**src/shared/isd_pkg.sv**
```systemverilog
// Shared constants and types for the file-op decoder slice
package isd_pkg;
	// Datapath widths
	localparam int unsigned DATA_W = 8;
	localparam int unsigned ADDR_W = 12;
	localparam int unsigned WORD_W = 16;
	localparam int unsigned PC_W = 16;
	localparam int unsigned REG_AW = 8;
	// Opcode prefixes
	localparam logic [5:0] PFX_INC_SKZ = 6'h0f;
	localparam logic [5:0] PFX_INC_SKNZ = 6'h12;
	localparam logic [5:0] PFX_OR_FILE = 6'h04;
	localparam logic [5:0] PFX_MOVE_FILE_VALUE = 6'h14;
	localparam logic [7:0] PFX_OR_LIT = 8'h09;
	localparam logic [9:0] PFX_LDPTR = 10'h3b8;
	localparam logic [3:0] PFX_MOVE_FILE_TO_FILE = 4'hc;
	localparam logic [3:0] PFX_SECOND = 4'hf;
	localparam logic [7:0] PFX_JUMP_FAR = 8'hef;
	localparam logic [6:0] PFX_CALL_FAR = 7'h76;
	// Address forming
	localparam logic [7:0] ACC_SPLIT = 8'h80;
	localparam logic [7:0] IDX_MAX = 8'h5f;
	localparam logic [3:0] ACC_HI_BANK = 4'hf;
	localparam logic [3:0] ACC_LO_BANK = 4'h0;
	localparam logic [1:0] IDX_PTR = 2'h2;
	localparam logic [1:0] PTR_LAST = 2'h2;
	localparam logic [1:0] FLUSH_ONE = 2'h1;
	// Register offsets
	localparam logic [REG_AW-1:0] REG_CTRL = 8'h00;
	localparam logic [REG_AW-1:0] REG_BANK = 8'h04;
	localparam logic [REG_AW-1:0] REG_ACC = 8'h08;
	localparam logic [REG_AW-1:0] REG_FLAGS = 8'h0c;
	localparam logic [REG_AW-1:0] REG_PTR0 = 8'h10;
	localparam logic [REG_AW-1:0] REG_PTR1 = 8'h14;
	localparam logic [REG_AW-1:0] REG_PTR2 = 8'h18;
	localparam logic [REG_AW-1:0] REG_PC = 8'h1c;
	// Field positions
	localparam int unsigned CTRL_EXT_BIT = 0;
	localparam int unsigned FLAG_Z_BIT = 0;
	localparam int unsigned FLAG_N_BIT = 1;
	// Reset values
	localparam logic [7:0] RST_ACC = 8'h00;
	localparam logic [3:0] RST_BANK = 4'h0;
	localparam logic [11:0] RST_PTR = 12'h000;
	localparam logic [15:0] RST_PC = 16'h0000;
	// Bus responses
	localparam logic [1:0] RESP_OKAY = 2'h0;
	localparam logic [1:0] RESP_SLVERR = 2'h2;
	// Decoded operation
	typedef enum logic [3:0] {
		OP_NOP, OP_INC_SKZ, OP_INC_SKNZ, OP_OR_LIT, OP_OR_FILE,
		OP_LDPTR_HI, OP_MOVE_FILE_VALUE, OP_MOVE_FILE_TO_FILE_SRC, OP_SECOND, OP_OTHER2
	} isd_op_t;
	// Four phases of one instruction cycle
	typedef enum logic [1:0] {PH_DECODE, PH_READ, PH_PROC, PH_WRITE} isd_phase_t;
	// Pending second word
	typedef enum logic [1:0] {SEC_NONE, SEC_LDPTR, SEC_MOVE_FILE_TO_FILE} isd_sec_t;
endpackage

```
**src/core/isd_decode.sv**
```systemverilog
// Opcode classifier for one program word
`timescale 1ns/1ps
`default_nettype none
module isd_decode import isd_pkg::*; (
	// Word in
	input wire logic [15:0] word,
	// Classified fields
	output isd_op_t op,
	output logic two_word
);
	// Classify by prefix
	always_comb begin
		op = OP_NOP;
		if (word[15:10] == PFX_INC_SKZ) begin
			op = OP_INC_SKZ;
		end else if (word[15:10] == PFX_INC_SKNZ) begin
			op = OP_INC_SKNZ;
		end else if (word[15:8] == PFX_OR_LIT) begin
			op = OP_OR_LIT;
		end else if (word[15:10] == PFX_OR_FILE) begin
			op = OP_OR_FILE;
		end else if (word[15:10] == PFX_MOVE_FILE_VALUE) begin
			op = OP_MOVE_FILE_VALUE;
		end else if (word[15:6] == PFX_LDPTR && word[5:4] <= PTR_LAST) begin
			op = OP_LDPTR_HI;
		end else if (word[15:12] == PFX_MOVE_FILE_TO_FILE) begin
			op = OP_MOVE_FILE_TO_FILE_SRC;
		end else if (word[15:12] == PFX_SECOND) begin
			op = OP_SECOND;
		end else if (word[15:8] == PFX_JUMP_FAR || word[15:9] == PFX_CALL_FAR) begin
			op = OP_OTHER2;
		end
	end
	// First word of a two-word instruction
	assign two_word = (op == OP_LDPTR_HI) || (op == OP_MOVE_FILE_TO_FILE_SRC) || (op == OP_OTHER2);
endmodule // isd_decode
`default_nettype wire

```
**src/core/isd_axil.sv**
```systemverilog
// AXI4-Lite slave front end for the control registers
`timescale 1ns/1ps
`default_nettype none
module isd_axil import isd_pkg::*; (
	// Clock and reset
	input wire logic aclk,
	input wire logic aresetn,
	// Write channels
	input wire logic awvalid,
	output logic awready,
	input wire logic [7:0] awaddr,
	input wire logic wvalid,
	output logic wready,
	input wire logic [31:0] wdata,
	input wire logic [3:0] wstrb,
	output logic bvalid,
	input wire logic bready,
	output logic [1:0] bresp,
	// Read channels
	input wire logic arvalid,
	output logic arready,
	input wire logic [7:0] araddr,
	output logic rvalid,
	input wire logic rready,
	output logic [31:0] rdata,
	output logic [1:0] rresp,
	// Register side
	output logic reg_wr,
	output logic [7:0] reg_wr_addr,
	output logic [31:0] reg_wr_data,
	output logic [3:0] reg_wr_strb,
	input wire logic reg_wr_ok,
	output logic [7:0] reg_rd_addr,
	input wire logic [31:0] reg_rd_data,
	input wire logic reg_rd_ok
);
	// Slave state
	typedef struct packed {
		logic aw_full;
		logic [7:0] aw_addr;
		logic w_full;
		logic [31:0] w_data;
		logic [3:0] w_strb;
		logic b_valid;
		logic [1:0] b_resp;
		logic r_valid;
		logic [31:0] r_data;
		logic [1:0] r_resp;
	} isd_axil_st_t;
	isd_axil_st_t s_q, s_d;
	// Ready while the holding slot is free
	assign awready = !s_q.aw_full;
	assign wready = !s_q.w_full;
	assign arready = !s_q.r_valid;
	assign bvalid = s_q.b_valid;
	assign bresp = s_q.b_resp;
	assign rvalid = s_q.r_valid;
	assign rdata = s_q.r_data;
	assign rresp = s_q.r_resp;
	assign reg_wr_addr = s_q.aw_addr;
	assign reg_wr_data = s_q.w_data;
	assign reg_wr_strb = s_q.w_strb;
	assign reg_rd_addr = araddr;
	// Commit a write once address and data are both held
	assign reg_wr = s_q.aw_full && s_q.w_full && !s_q.b_valid;
	// Next state
	always_comb begin
		s_d = s_q;
		if (s_q.b_valid && bready) begin
			s_d.b_valid = 1'b0;
		end
		if (reg_wr) begin
			s_d.aw_full = 1'b0;
			s_d.w_full = 1'b0;
			s_d.b_valid = 1'b1;
			s_d.b_resp = reg_wr_ok ? RESP_OKAY : RESP_SLVERR;
		end
		if (awvalid && !s_q.aw_full) begin
			s_d.aw_full = 1'b1;
			s_d.aw_addr = awaddr;
		end
		if (wvalid && !s_q.w_full) begin
			s_d.w_full = 1'b1;
			s_d.w_data = wdata;
			s_d.w_strb = wstrb;
		end
		if (s_q.r_valid && rready) begin
			s_d.r_valid = 1'b0;
		end
		if (arvalid && !s_q.r_valid) begin
			s_d.r_valid = 1'b1;
			s_d.r_data = reg_rd_data;
			s_d.r_resp = reg_rd_ok ? RESP_OKAY : RESP_SLVERR;
		end
	end
	// State register
	always_ff @(posedge aclk) begin
		if (!aresetn) begin
			s_q <= '0;
		end else begin
			s_q <= s_d;
		end
	end
endmodule // isd_axil
`default_nettype wire

```
**src/core/isd_core.sv**
```systemverilog
// File-op decoder and execute slice with its register port
// How it works
// [RQ1] Skip-if-zero increment writes file plus one
// [RQ2] Destination bit picks accumulator or file
// [RQ3] Zero result flushes the prefetched next word
// [RQ4] Skip-if-nonzero flushes when result nonzero
// [RQ5] Skipped two-word instruction flushes both words
// [RQ6] Increment-skip forms leave flags untouched
// [RQ7] Bank bit picks access bank or bank register
// [RQ8] Extended mode indexes low access addresses
// [RQ9] OR literal into accumulator, set N and Z
// [RQ10] OR accumulator with file, set N and Z
// [RQ11] Two-word pointer load, high then low
// [RQ12] Move file to accumulator or itself, flags
// [RQ13] File field reaches all 256 bank bytes
// [RQ14] File-to-file move from prefix words
// [RQ15] File-to-file move spans full 4K space
// [RQ16] Four phases: decode, read, process, write
// [RQ17] Flushed slot has no effect but advances
//
// Design decisions made here: the address map and the AXI4-Lite interface to the registers.
`timescale 1ns/1ps
`default_nettype none
module isd_core import isd_pkg::*; (
	// Clock and reset
	input wire logic aclk,
	input wire logic aresetn,
	// Instruction fetch
	input wire logic instr_valid,
	input wire logic [15:0] instr_word,
	output logic instr_ready,
	output logic [15:0] fetch_pc,
	// Data memory
	output logic [11:0] dm_addr,
	output logic dm_rd_en,
	input wire logic [7:0] dm_rdata,
	output logic dm_wr_en,
	output logic [7:0] dm_wdata,
	// Register bus write
	input wire logic awvalid,
	output logic awready,
	input wire logic [7:0] awaddr,
	input wire logic wvalid,
	output logic wready,
	input wire logic [31:0] wdata,
	input wire logic [3:0] wstrb,
	output logic bvalid,
	input wire logic bready,
	output logic [1:0] bresp,
	// Register bus read
	input wire logic arvalid,
	output logic arready,
	input wire logic [7:0] araddr,
	output logic rvalid,
	input wire logic rready,
	output logic [31:0] rdata,
	output logic [1:0] rresp
);
	// Whole core state
	typedef struct packed {
		isd_phase_t phase;
		logic [15:0] pc;
		logic [15:0] word;
		isd_sec_t sec;
		logic [1:0] flush;
		logic slot_flush;
		logic [1:0] ptr_sel;
		logic [7:0] hold;
		logic [11:0] addr;
		logic [7:0] acc;
		logic flag_z;
		logic flag_n;
		logic [3:0] bank;
		logic ext_en;
		logic [2:0][11:0] ptr;
		logic [11:0] dm_addr;
		logic dm_rd;
		logic dm_wr;
		logic [7:0] dm_wdata;
	} isd_core_st_t;
	isd_core_st_t s_q, s_d;

	// Bus side wires
	logic reg_wr;
	logic [7:0] reg_wr_addr;
	logic [31:0] reg_wr_data;
	logic [3:0] reg_wr_strb;
	logic reg_wr_ok;
	logic [7:0] reg_rd_addr;
	logic [31:0] reg_rd_data;
	logic reg_rd_ok;
	// Decoder wires
	logic [15:0] dec_word;
	isd_op_t op;
	logic two_word;
	// Working values
	logic [7:0] f;
	logic [7:0] sum;
	logic [31:0] wr_val;
	logic exec;

	// Known register offset
	function automatic logic reg_known(input logic [7:0] a);
		reg_known = (a == REG_CTRL) || (a == REG_BANK) || (a == REG_ACC) || (a == REG_FLAGS) ||
			(a == REG_PTR0) || (a == REG_PTR1) || (a == REG_PTR2) || (a == REG_PC);
	endfunction

	// Data address of a banked file operand
	function automatic logic [11:0] form_addr(input logic a, input logic [7:0] fa,
		input logic [3:0] bk, input logic ext, input logic [11:0] base);
		if (a) begin
			form_addr = {bk, fa}; // RQ7 RQ13
		end else if (ext && fa <= IDX_MAX) begin
			form_addr = base + {4'h0, fa}; // RQ8
		end else if (fa < ACC_SPLIT) begin
			form_addr = {ACC_LO_BANK, fa}; // RQ7
		end else begin
			form_addr = {ACC_HI_BANK, fa}; // RQ7
		end
	endfunction

	// Merge a bus write under its byte strobes
	function automatic logic [31:0] merge(input logic [31:0] old, input logic [31:0] nw,
		input logic [3:0] st);
		merge = old;
		for (int i = 0; i < 4; i++) begin
			if (st[i]) begin
				merge[i*8 +: 8] = nw[i*8 +: 8];
			end
		end
	endfunction

	// Register bus front end
	isd_axil u_axil (
		.aclk(aclk),
		.aresetn(aresetn),
		.awvalid(awvalid),
		.awready(awready),
		.awaddr(awaddr),
		.wvalid(wvalid),
		.wready(wready),
		.wdata(wdata),
		.wstrb(wstrb),
		.bvalid(bvalid),
		.bready(bready),
		.bresp(bresp),
		.arvalid(arvalid),
		.arready(arready),
		.araddr(araddr),
		.rvalid(rvalid),
		.rready(rready),
		.rdata(rdata),
		.rresp(rresp),
		.reg_wr(reg_wr),
		.reg_wr_addr(reg_wr_addr),
		.reg_wr_data(reg_wr_data),
		.reg_wr_strb(reg_wr_strb),
		.reg_wr_ok(reg_wr_ok),
		.reg_rd_addr(reg_rd_addr),
		.reg_rd_data(reg_rd_data),
		.reg_rd_ok(reg_rd_ok)
	);

	// Decode the arriving word in the first phase, the held one after
	assign dec_word = (s_q.phase == PH_DECODE) ? instr_word : s_q.word;
	isd_decode u_dec (
		.word(dec_word),
		.op(op),
		.two_word(two_word)
	);

	// Outputs straight from state
	assign instr_ready = (s_q.phase == PH_DECODE);
	assign fetch_pc = s_q.pc;
	assign dm_addr = s_q.dm_addr;
	assign dm_rd_en = s_q.dm_rd;
	assign dm_wr_en = s_q.dm_wr;
	assign dm_wdata = s_q.dm_wdata;
	assign reg_wr_ok = reg_known(reg_wr_addr);
	assign reg_rd_ok = reg_known(reg_rd_addr);

	// Register read mux
	always_comb begin
		reg_rd_data = 32'h0000_0000;
		unique case (reg_rd_addr)
			REG_CTRL: reg_rd_data[CTRL_EXT_BIT] = s_q.ext_en;
			REG_BANK: reg_rd_data[3:0] = s_q.bank;
			REG_ACC: reg_rd_data[7:0] = s_q.acc;
			REG_FLAGS: begin
				reg_rd_data[FLAG_Z_BIT] = s_q.flag_z;
				reg_rd_data[FLAG_N_BIT] = s_q.flag_n;
			end
			REG_PTR0: reg_rd_data[11:0] = s_q.ptr[0];
			REG_PTR1: reg_rd_data[11:0] = s_q.ptr[1];
			REG_PTR2: reg_rd_data[11:0] = s_q.ptr[2];
			REG_PC: reg_rd_data[15:0] = s_q.pc;
			default: reg_rd_data = 32'h0000_0000;
		endcase
	end

	// Operand fields of the held word
	assign f = s_q.word[7:0];
	assign sum = dm_rdata + 8'h01;
	// Slot really executes: not flushed, not an operand word
	assign exec = !s_q.slot_flush && (s_q.sec == SEC_NONE);

	// Next state: bus writes first, core commits after and wins
	always_comb begin
		s_d = s_q;
		s_d.dm_rd = 1'b0;
		s_d.dm_wr = 1'b0;
		wr_val = 32'h0000_0000;
		// Software register writes
		if (reg_wr) begin
			unique case (reg_wr_addr)
				REG_CTRL: begin
					wr_val = merge({31'h0, s_q.ext_en}, reg_wr_data, reg_wr_strb);
					s_d.ext_en = wr_val[CTRL_EXT_BIT];
				end
				REG_BANK: begin
					wr_val = merge({28'h0, s_q.bank}, reg_wr_data, reg_wr_strb);
					s_d.bank = wr_val[3:0];
				end
				REG_ACC: begin
					wr_val = merge({24'h0, s_q.acc}, reg_wr_data, reg_wr_strb);
					s_d.acc = wr_val[7:0];
				end
				REG_FLAGS: begin
					wr_val = merge({30'h0, s_q.flag_n, s_q.flag_z}, reg_wr_data, reg_wr_strb);
					s_d.flag_z = wr_val[FLAG_Z_BIT];
					s_d.flag_n = wr_val[FLAG_N_BIT];
				end
				REG_PTR0: begin
					wr_val = merge({20'h0, s_q.ptr[0]}, reg_wr_data, reg_wr_strb);
					s_d.ptr[0] = wr_val[11:0];
				end
				REG_PTR1: begin
					wr_val = merge({20'h0, s_q.ptr[1]}, reg_wr_data, reg_wr_strb);
					s_d.ptr[1] = wr_val[11:0];
				end
				REG_PTR2: begin
					wr_val = merge({20'h0, s_q.ptr[2]}, reg_wr_data, reg_wr_strb);
					s_d.ptr[2] = wr_val[11:0];
				end
				default: begin
					// Program counter and unmapped offsets ignore writes
				end
			endcase
		end
		// Instruction cycle sequencer
		unique case (s_q.phase)
			PH_DECODE: begin
				// Take a word; stall here while none is offered
				if (instr_valid) begin
					s_d.word = instr_word;
					s_d.pc = s_q.pc + 16'h0001; // RQ17
					s_d.phase = PH_READ; // RQ16
					s_d.slot_flush = 1'b0;
					if (s_q.flush != 2'h0) begin
						s_d.slot_flush = 1'b1; // RQ17
						s_d.sec = SEC_NONE;
						// A skipped two-word head keeps one more flush pending
						if (!(s_q.flush == FLUSH_ONE && two_word)) begin
							s_d.flush = s_q.flush - 2'h1; // RQ5
						end
					end
				end
			end
			PH_READ: begin
				// Form the address and start the file read
				s_d.phase = PH_PROC; // RQ16
				if (exec) begin
					s_d.addr = form_addr(s_q.word[8], f, s_q.bank, s_q.ext_en, s_q.ptr[IDX_PTR]);
					unique case (op)
						OP_INC_SKZ, OP_INC_SKNZ, OP_OR_FILE, OP_MOVE_FILE_VALUE: begin
							s_d.dm_addr = form_addr(s_q.word[8], f, s_q.bank, s_q.ext_en, s_q.ptr[IDX_PTR]);
							s_d.dm_rd = 1'b1;
						end
						OP_MOVE_FILE_TO_FILE_SRC: begin
							s_d.dm_addr = s_q.word[11:0]; // RQ14 RQ15
							s_d.dm_rd = 1'b1;
						end
						default: begin
							// Literal and pointer forms read no file
						end
					endcase
				end
			end
			PH_PROC: begin
				// Process data; results show during the write phase
				s_d.phase = PH_WRITE; // RQ16
				if (!s_q.slot_flush && s_q.sec == SEC_LDPTR) begin
					s_d.ptr[s_q.ptr_sel][7:0] = f; // RQ11
					s_d.sec = SEC_NONE;
				end else if (!s_q.slot_flush && s_q.sec == SEC_MOVE_FILE_TO_FILE) begin
					s_d.dm_addr = s_q.word[11:0]; // RQ14 RQ15
					s_d.dm_wdata = s_q.hold;
					s_d.dm_wr = 1'b1;
					s_d.sec = SEC_NONE;
				end else if (exec) begin
					unique case (op)
						OP_INC_SKZ, OP_INC_SKNZ: begin
							// Flags stay as they are
							if (s_q.word[9]) begin
								s_d.dm_addr = s_q.addr; // RQ2
								s_d.dm_wdata = sum; // RQ1
								s_d.dm_wr = 1'b1;
							end else begin
								s_d.acc = sum; // RQ2 RQ6
							end
							if ((op == OP_INC_SKZ) == (sum == 8'h00)) begin
								s_d.flush = FLUSH_ONE; // RQ3 RQ4
							end
						end
						OP_OR_LIT: begin
							s_d.acc = s_q.acc | f; // RQ9
							s_d.flag_z = ((s_q.acc | f) == 8'h00);
							s_d.flag_n = s_q.acc[7] | f[7];
						end
						OP_OR_FILE, OP_MOVE_FILE_VALUE: begin
							wr_val[7:0] = (op == OP_MOVE_FILE_VALUE) ? dm_rdata : (s_q.acc | dm_rdata); // RQ10 RQ12
							if (s_q.word[9]) begin
								s_d.dm_addr = s_q.addr; // RQ2
								s_d.dm_wdata = wr_val[7:0];
								s_d.dm_wr = 1'b1;
							end else begin
								s_d.acc = wr_val[7:0]; // RQ2
							end
							s_d.flag_z = (wr_val[7:0] == 8'h00);
							s_d.flag_n = wr_val[7];
						end
						OP_LDPTR_HI: begin
							s_d.ptr[s_q.word[5:4]][11:8] = s_q.word[3:0]; // RQ11
							s_d.ptr_sel = s_q.word[5:4];
							s_d.sec = SEC_LDPTR;
						end
						OP_MOVE_FILE_TO_FILE_SRC: begin
							s_d.hold = dm_rdata; // RQ14
							s_d.sec = SEC_MOVE_FILE_TO_FILE;
						end
						default: begin
							// Stray second words and other opcodes do nothing here
						end
					endcase
				end
			end
			PH_WRITE: begin
				// Last phase; strobes raised in process are visible now
				s_d.phase = PH_DECODE; // RQ16
			end
		endcase
	end

	// State register
	always_ff @(posedge aclk) begin
		if (!aresetn) begin
			s_q <= '0;
			s_q.phase <= PH_DECODE;
			s_q.sec <= SEC_NONE;
			s_q.pc <= RST_PC;
			s_q.acc <= RST_ACC;
			s_q.bank <= RST_BANK;
			s_q.ptr <= {RST_PTR, RST_PTR, RST_PTR};
		end else begin
			s_q <= s_d;
		end
	end
endmodule // isd_core
`default_nettype wire

```
**config.mk**
```make
export PLATFORM = sky130hd
export DESIGN_NAME = isd_core
export DESIGN_NICKNAME = d
export VERILOG_FILES = /design/src/shared/isd_pkg.sv /design/src/core/isd_decode.sv /design/src/core/isd_axil.sv /design/src/core/isd_core.sv
export SDC_FILE = /design/constraint.sdc
export NUM_CORES = 1
export LEC_CHECK = 0
export CAP_MARGIN = 20
export CORE_UTILIZATION = 35
export CTS_CLUSTER_DIAMETER = 120
export DETAILED_ROUTE_END_ITERATION = 7
export DONT_BUFFER_PORTS = 1
export GPL_TIMING_DRIVEN = 0
export PLACE_DENSITY = 0.55
export SLEW_MARGIN = 25
export SYNTH_ARGS = -nofsm -noshare
export SYNTH_HDL_FRONTEND = slang
export SYNTH_SLANG_ARGS = --single-unit
```
**constraint.sdc**
```tcl
create_clock -name aclk -period 5 [get_ports aclk]
set_input_delay 0.25 -clock aclk [delete_from_list [all_inputs] [get_ports aclk]]
set_output_delay 0.25 -clock aclk [all_outputs]
set_load 0.03 [all_outputs]
```
Word-level counts from Yosys, hierarchy flattened
Cells that the tools add are included.
Storage, ports and cells
  bits of input ports: 84
  output and inout bits: 80
  logic and storage cells: 264
  flip-flop bits (word level): 202
Cells by class
  bitwise gates (word level): 7
  $add $sub $neg: 4
  magnitude comparators: 7
  reduce and logical (&&, ||, !) cells: 68
  equality and inequality tests: 56
  mux-type cells: 91
Operators with widths (number)
  $mux 36: 4
  $mux 12: 11
  $bwmux 36: 2
  $mux 8: 9
  $eq 8x5->1 const B: 8
  $mux 4: 16
  $mux 51: 1
  $demux 12 s2: 2
  $mux 48: 1
  $mux 9: 5
  $eq 8x4->1 const B: 5
  $logic_not 8->1: 5
  $mux 10: 4
  $mux 39: 1
  $mux 37: 1
  $mux 35: 1
  $pmux 13 s2: 1
  $pmux 12 s2: 1
  $pmux 8 s3: 1
  $mux 2: 11
  $pmux 4 s5: 1
  $pmux 9 s2: 1
  $logic_or 1x1->1: 17
  $add 16x1->16 const B: 1
  57 further kinds: 123

Depth between registers and ports, before layout
  word-level depth: 21
  depth in mapped cells: 12
  depth with buffers taken out: 9

Hierarchy
Synthesis repeated with hierarchy kept, for this count alone.
Unflattened totals
  cell total of the unflattened synthesis: 1501
  area total of the unflattened synthesis: 12234.2 µm²
Modules (own cells, without submodules)
  isd_core: seq. area each 2682.6 µm², times used 1, cells each 1041, area an instance 8295.5 µm²
  isd_axil: seq. area each 1641.6 µm², times used 1, cells each 438, area an instance 3789.9 µm²
  isd_decode: seq. area each 0.0 µm², times used 1, cells each 22, area an instance 148.9 µm²

Worst setup path after synthesis
No wires, ideal clock.
  kind: register to register
  start point: register s_q[132] (netlist name)
  end point: register s_q, in the netlist dm_wdata[6]
  arrival: 2531 ps
  path buffers: 3
  data required time: 4884 ps
  cell stages (with the launch flop): 12
  library setup time: 116 ps
  clock period less this slack: 2647 ps
  setup slack: 2353 ps
  cells stage by stage: dfxtp_1 inv_1 ha_1 buf_4 mux2i_1 buf_4 mux2i_2 or2_1 buf_2 o22ai_2 a32o_1 a31o_1
On the way
  word-level cells in the longest chain between the ends: 19
  elaborated cells on any way between the ends: 40
  those cells by class: order compare: 1; eq/ne: 17; mux: 15; reduce/logical: 7
RTL lines
  start, declared: RTL line isd_core.sv:81  | isd_core_st_t s_q, s_d;
  $logic_not 2->1 (*)
  net instr_ready: RTL line isd_core.sv:31  | output logic instr_ready,
  $mux 16 (*): RTL line isd_core.sv:165  | assign dec_word = (s_q.phase == PH_DECODE) ? instr_word : s_q.word;
  $eq 8x8->1 or $eq 7x7->1 (tied branches): RTL line isd_decode.sv:30  | end else if (word[15:8] == PFX_JUMP_FAR || word[15:9] == PFX_CALL_FAR) begin
  $logic_or 1x1->1: RTL line isd_decode.sv:30
  $mux 4: RTL line isd_decode.sv:30
  $mux 4: RTL line isd_decode.sv:28  | end else if (word[15:12] == PFX_SECOND) begin
  $mux 4: RTL line isd_decode.sv:26  | end else if (word[15:12] == PFX_MOVE_FILE_TO_FILE) begin
  (+4 left out)
  $mux 4: RTL line isd_decode.sv:16  | end else if (word[15:10] == PFX_INC_SKNZ) begin
  $mux 4 (*): RTL line isd_decode.sv:14  | if (word[15:10] == PFX_INC_SKZ) begin
  $eq 4x3->1: RTL line isd_core.sv:301, isd_core.sv:321
  $mux 8: RTL line isd_core.sv:321  | wr_val[7:0] = (op == OP_MOVE_FILE_VALUE) ? dm_rdata : (s_q.acc | dm_rdata);
  $mux 9: RTL line isd_core.sv:322  | if (s_q.word[9]) begin
  $pmux 9 s2: RTL line isd_core.sv:301  | unique case (op)
  $mux 9: RTL line isd_core.sv:300  | end else if (exec) begin
  $mux 9: RTL line isd_core.sv:295  | end else if (!s_q.slot_flush && s_q.sec == SEC_MOVE_FILE_TO_FILE) begin
The timed path passes the listed nets; every way through them passes the cells marked *. The select of a mux whose other input is x is not followed.
A chain may end at the register's enable or synchronous reset.

Final worst setup path
  start point: register s_q[132] (netlist name)
  end point: register s_q[92] (netlist name)
On the way
  word-level cells in the longest chain between the ends: 15
  elaborated cells on any way between the ends: 27
  those cells by class: order compare: 1; eq/ne: 12; mux: 10; reduce/logical: 4
RTL lines
  $logic_not 2->1 (*)
  net instr_ready: RTL line isd_core.sv:31
  $mux 16 (*): RTL line isd_core.sv:165
  $eq 8x8->1 or $eq 7x7->1 (tied branches): RTL line isd_decode.sv:30
  $logic_or 1x1->1: RTL line isd_decode.sv:30
  $mux 4: RTL line isd_decode.sv:30
  $mux 4: RTL line isd_decode.sv:28
  $mux 4: RTL line isd_decode.sv:26
  $mux 4: RTL line isd_decode.sv:24  | end else if (word[15:6] == PFX_LDPTR && word[5:4] <= PTR_LAST) begin
  $mux 4: RTL line isd_decode.sv:22  | end else if (word[15:10] == PFX_MOVE_FILE_VALUE) begin
  $mux 4: RTL line isd_decode.sv:20  | end else if (word[15:10] == PFX_OR_FILE) begin
  $mux 4: RTL line isd_decode.sv:18  | end else if (word[15:8] == PFX_OR_LIT) begin
  $mux 4: RTL line isd_decode.sv:16
  $mux 4 (*): RTL line isd_decode.sv:14
  $eq 4x3->1 (*): RTL line isd_core.sv:301
  $reduce_and 5->1 (no source line) (*)
The timed path passes the listed nets; every way through them passes the cells marked *.

==> results.yml <==
outcome:
  status: "completed"
critical_path:
  setup.worst_path.start_class: "flop"
  critPathCaptureType: "flop"
  path_max_fanout: 10
  critical_path_arrival_ns: 3.65
  cp.required_ns: 5.29
  worstSetupPathType: "flop to flop"
synth:
  synth.top_cell.area_share_pct: 35.4
  synth_flop_cell: "dfxtp_1"
  syn_inst: 1267
  netlist_top_cells_count: "178 x dfxtp_1, 155 x nand2_1, 138 x nor2_1"
  ys_types: 83
  synth_edf_count: 0
  yosys_warnings: 0
  async_reset_ff_share_pct: 0
  syn_area_um2: 10100
  avgSynthCellArea_um2: 7.95
  synth.most_common_cell: "dfxtp_1"
  synth-seq-cells: 178
  synth_area_leader_cell: "dfxtp_1"
  synth.area.top_cells: "dfxtp_1 35%, mux2i_1 5.9%, nand2_1 5.8%, buf_4 5.5%, a21oi_1 5.4%"
  ys_seq_area_share_pct: 35.4
place:
  globalplace.congestion: 0.925
  dp_cells: 1662
  hpwlAfterDp_um: 27300
  portBuffers: 0
global_route:
  grt_max_degree: 19
  antenna_found_initial: 0
  grt-ovfl-total: 0
  grt_usage_pct: 25.3
  grt_pass1_wl_um: 55300
  grt_pass1_vias: 9118
pwr:
  combPwrFrac_pct: 23.9
  intPower_mw: 2.47
  power_density_nw_per_um2: 331
  p_total_mw: 3.85
  swShare_pct: 35.9
  p_sw_mw: 1.38
  p_leak_nw: 4.28
  power_frac_clock_pct: 34.9
  peakVddDrop_uv: 181
  power_frac_seq_pct: 41.3
sta:
  worstMarginPinSlew_ns: 0.996
  hold_violations: 0
  fin_skew_ns: 0.0185
  maxSlewViolCount: 0
  fin_crit_ns: 3.37
  setup_viol: 0
  final.period_utilization_pct: 67.3
  slew_headroom_pct: 33.6
  fmax_ghz: 0.297
  fin_tns_setup_ns: 0
  rsz0062_at_grt: "no"
floorplanning:
  die_area_um2: 29500
  io_pins: 164
  initial_core_util_pct: 35.9
  core_area_um2: 28000
  fp.dieW_um: 172
  rows: 61
  die_h_um: 172
clock_tree:
  htree_levels: 4
  cts_buffer_depth: 2
  cts_sinks: 178
  root_buffer: "clkbuf_16"
  clkTransAtPathRegs_ns: 0.08
  cts_tree: "done"
  clkLatencyLatePin_ns: 0.46
  cts_made_buffers: 17
routing:
  routed_wl_um: 36900
  dr_total_vias: 9766
  ant_nets: 0
  drc: 0
  wire_per_inst_um: 21.2
  firstDrtPassIters: 5
  via_per_inst: 5.61
  drtIter0Drc: 898
layout:
  nets: 1448
  layout.cells.non_filler: 1740
  drive_gt1_share_pct: 10.7
  syn_to_final_growth_pct: 15.5
  num_antenna_cells: 0
min_path:
  hp-class: "primary input to flop"
flow_run:
  cap_violations: 0
per-stage QoR:
step           cell area, um2  setup slack, ns  utilization, %  hold WS, ns
2_1_floorplan           10100             2.35               -        0.349
3_3_place_gp            10600             1.78            37.9        0.354
3_5_place_dp            10600             1.73            37.9        0.355
4_1_cts                 11600             1.70            41.5       0.0155
5_1_grt                 11600             1.43            41.5       0.0191
6_report                11600             1.63            41.5       0.0136
layout make-up:
type	instances	area [um2]
inverter	17	63.8
sequential	178	3560
fill	2973	16400
clock inverter	14	136
buffer	153	870
timing repair buffer	46	460
tap	378	473
clock buffer	18	429
multi-input combinational	936	5640
per-layer routing:
| metal | track usage (%) | vias to the layer above | wire [um] |
|---|---|---|---|
| li1 | - | 4659 | - |
| met1 | 34.9 | 4669 | 16700 |
| met2 | 39.6 | 388 | 16600 |
| met3 | 4.05 | 50 | 2610 |
| met4 | 8.89 | 0 | 898 |
| met5 | 0 | - | 0 |
sequential cells by signal, indices dropped and copies added, names as in the netlist:
register	cells
dm_addr	12
dm_rd_en	1
dm_wdata	8
dm_wr_en	1
f	8
fetch_pc	16
s_q	88
u_axil.bresp	1
u_axil.bvalid	1
u_axil.rdata	16
u_axil.reg_wr_addr	8
u_axil.reg_wr_data	12
u_axil.reg_wr_strb	2
u_axil.rresp	1
u_axil.rvalid	1
u_axil.s_q	2
what timing repair did:
action,in CTS,in global routing
gates resized for setup,0,0
buffers inserted,0,0
hold endpoints to repair,45,0
hold buffers,46,0
endpoints found under the setup margin,0,0
layout by cell type (no fill, tap or decap), types with 14 or more instances in the layout:
| cell | instances |
|---|---|
| a211oi_1 | 36 |
| a21oi_1 | 108 |
| a22oi_1 | 19 |
| a31oi_1 | 14 |
| buf_4 | 74 |
| clkbuf_1 | 62 |
| clkbuf_16 | 17 |
| conb_1 | 18 |
| dfxtp_1 | 178 |
| dlygate4sd3_1 | 46 |
| ha_1 | 14 |
| inv_1 | 16 |
| mux2i_1 | 59 |
| nand2_1 | 155 |
| nand3_1 | 41 |
| nor2_1 | 138 |
| nor3_1 | 24 |
| o21ai_0 | 61 |
| xor2_1 | 18 |
power groups by stage:
stage	clock (mW)	combinational (mW)	sequential (mW)
after detailed placement	0	0.870	1.62
after CTS	1.35	0.904	1.59
after global placement	0	0.863	1.62
after floorplan	0	0.656	1.58
after global routing	1.41	0.988	1.60
final	1.34	0.918	1.59
logic make-up (layout without fill, tap and decap cells):
kind of cell    Yosys count  count (layout)  synth area share (%)
simple gates            453             453                  20.8
buf+inv                 170             248                  9.27
xor+xnor                 24              24                  2.09
flops                   178             178                  35.4
other cells               1              18                0.0372
fa+ha+maj                15              15                  1.94
mux                      69              69                  7.19
compound gates          357             357                  23.3
worst max-delay path, stage by stage, from the launching register on:
cell       delay [ns]
dfxtp_1          0.36
inv_1            0.09
ha_1             0.37
buf_4            0.26
nand4bb_1        0.23
and2_1           0.25
nor2_1           0.63
clkbuf_1         0.45
nand2_1          0.34
nand2_1          0.15
a21oi_1          0.07
final timing paths:
check | start | endpoint | slack (ns) | cells after the start
hold reg to reg | u_axil.rdata[13] | u_axil.rdata[13] | 0.45 | 2
setup / recovery | s_q[132] | s_q[92] | 1.63 | 10
hold / removal | instr_valid | s_q[97] | 0.01 | 2
setup reg to reg | s_q[132] | s_q[92] | 1.63 | 10
Power figures use the tool's default switching activity.
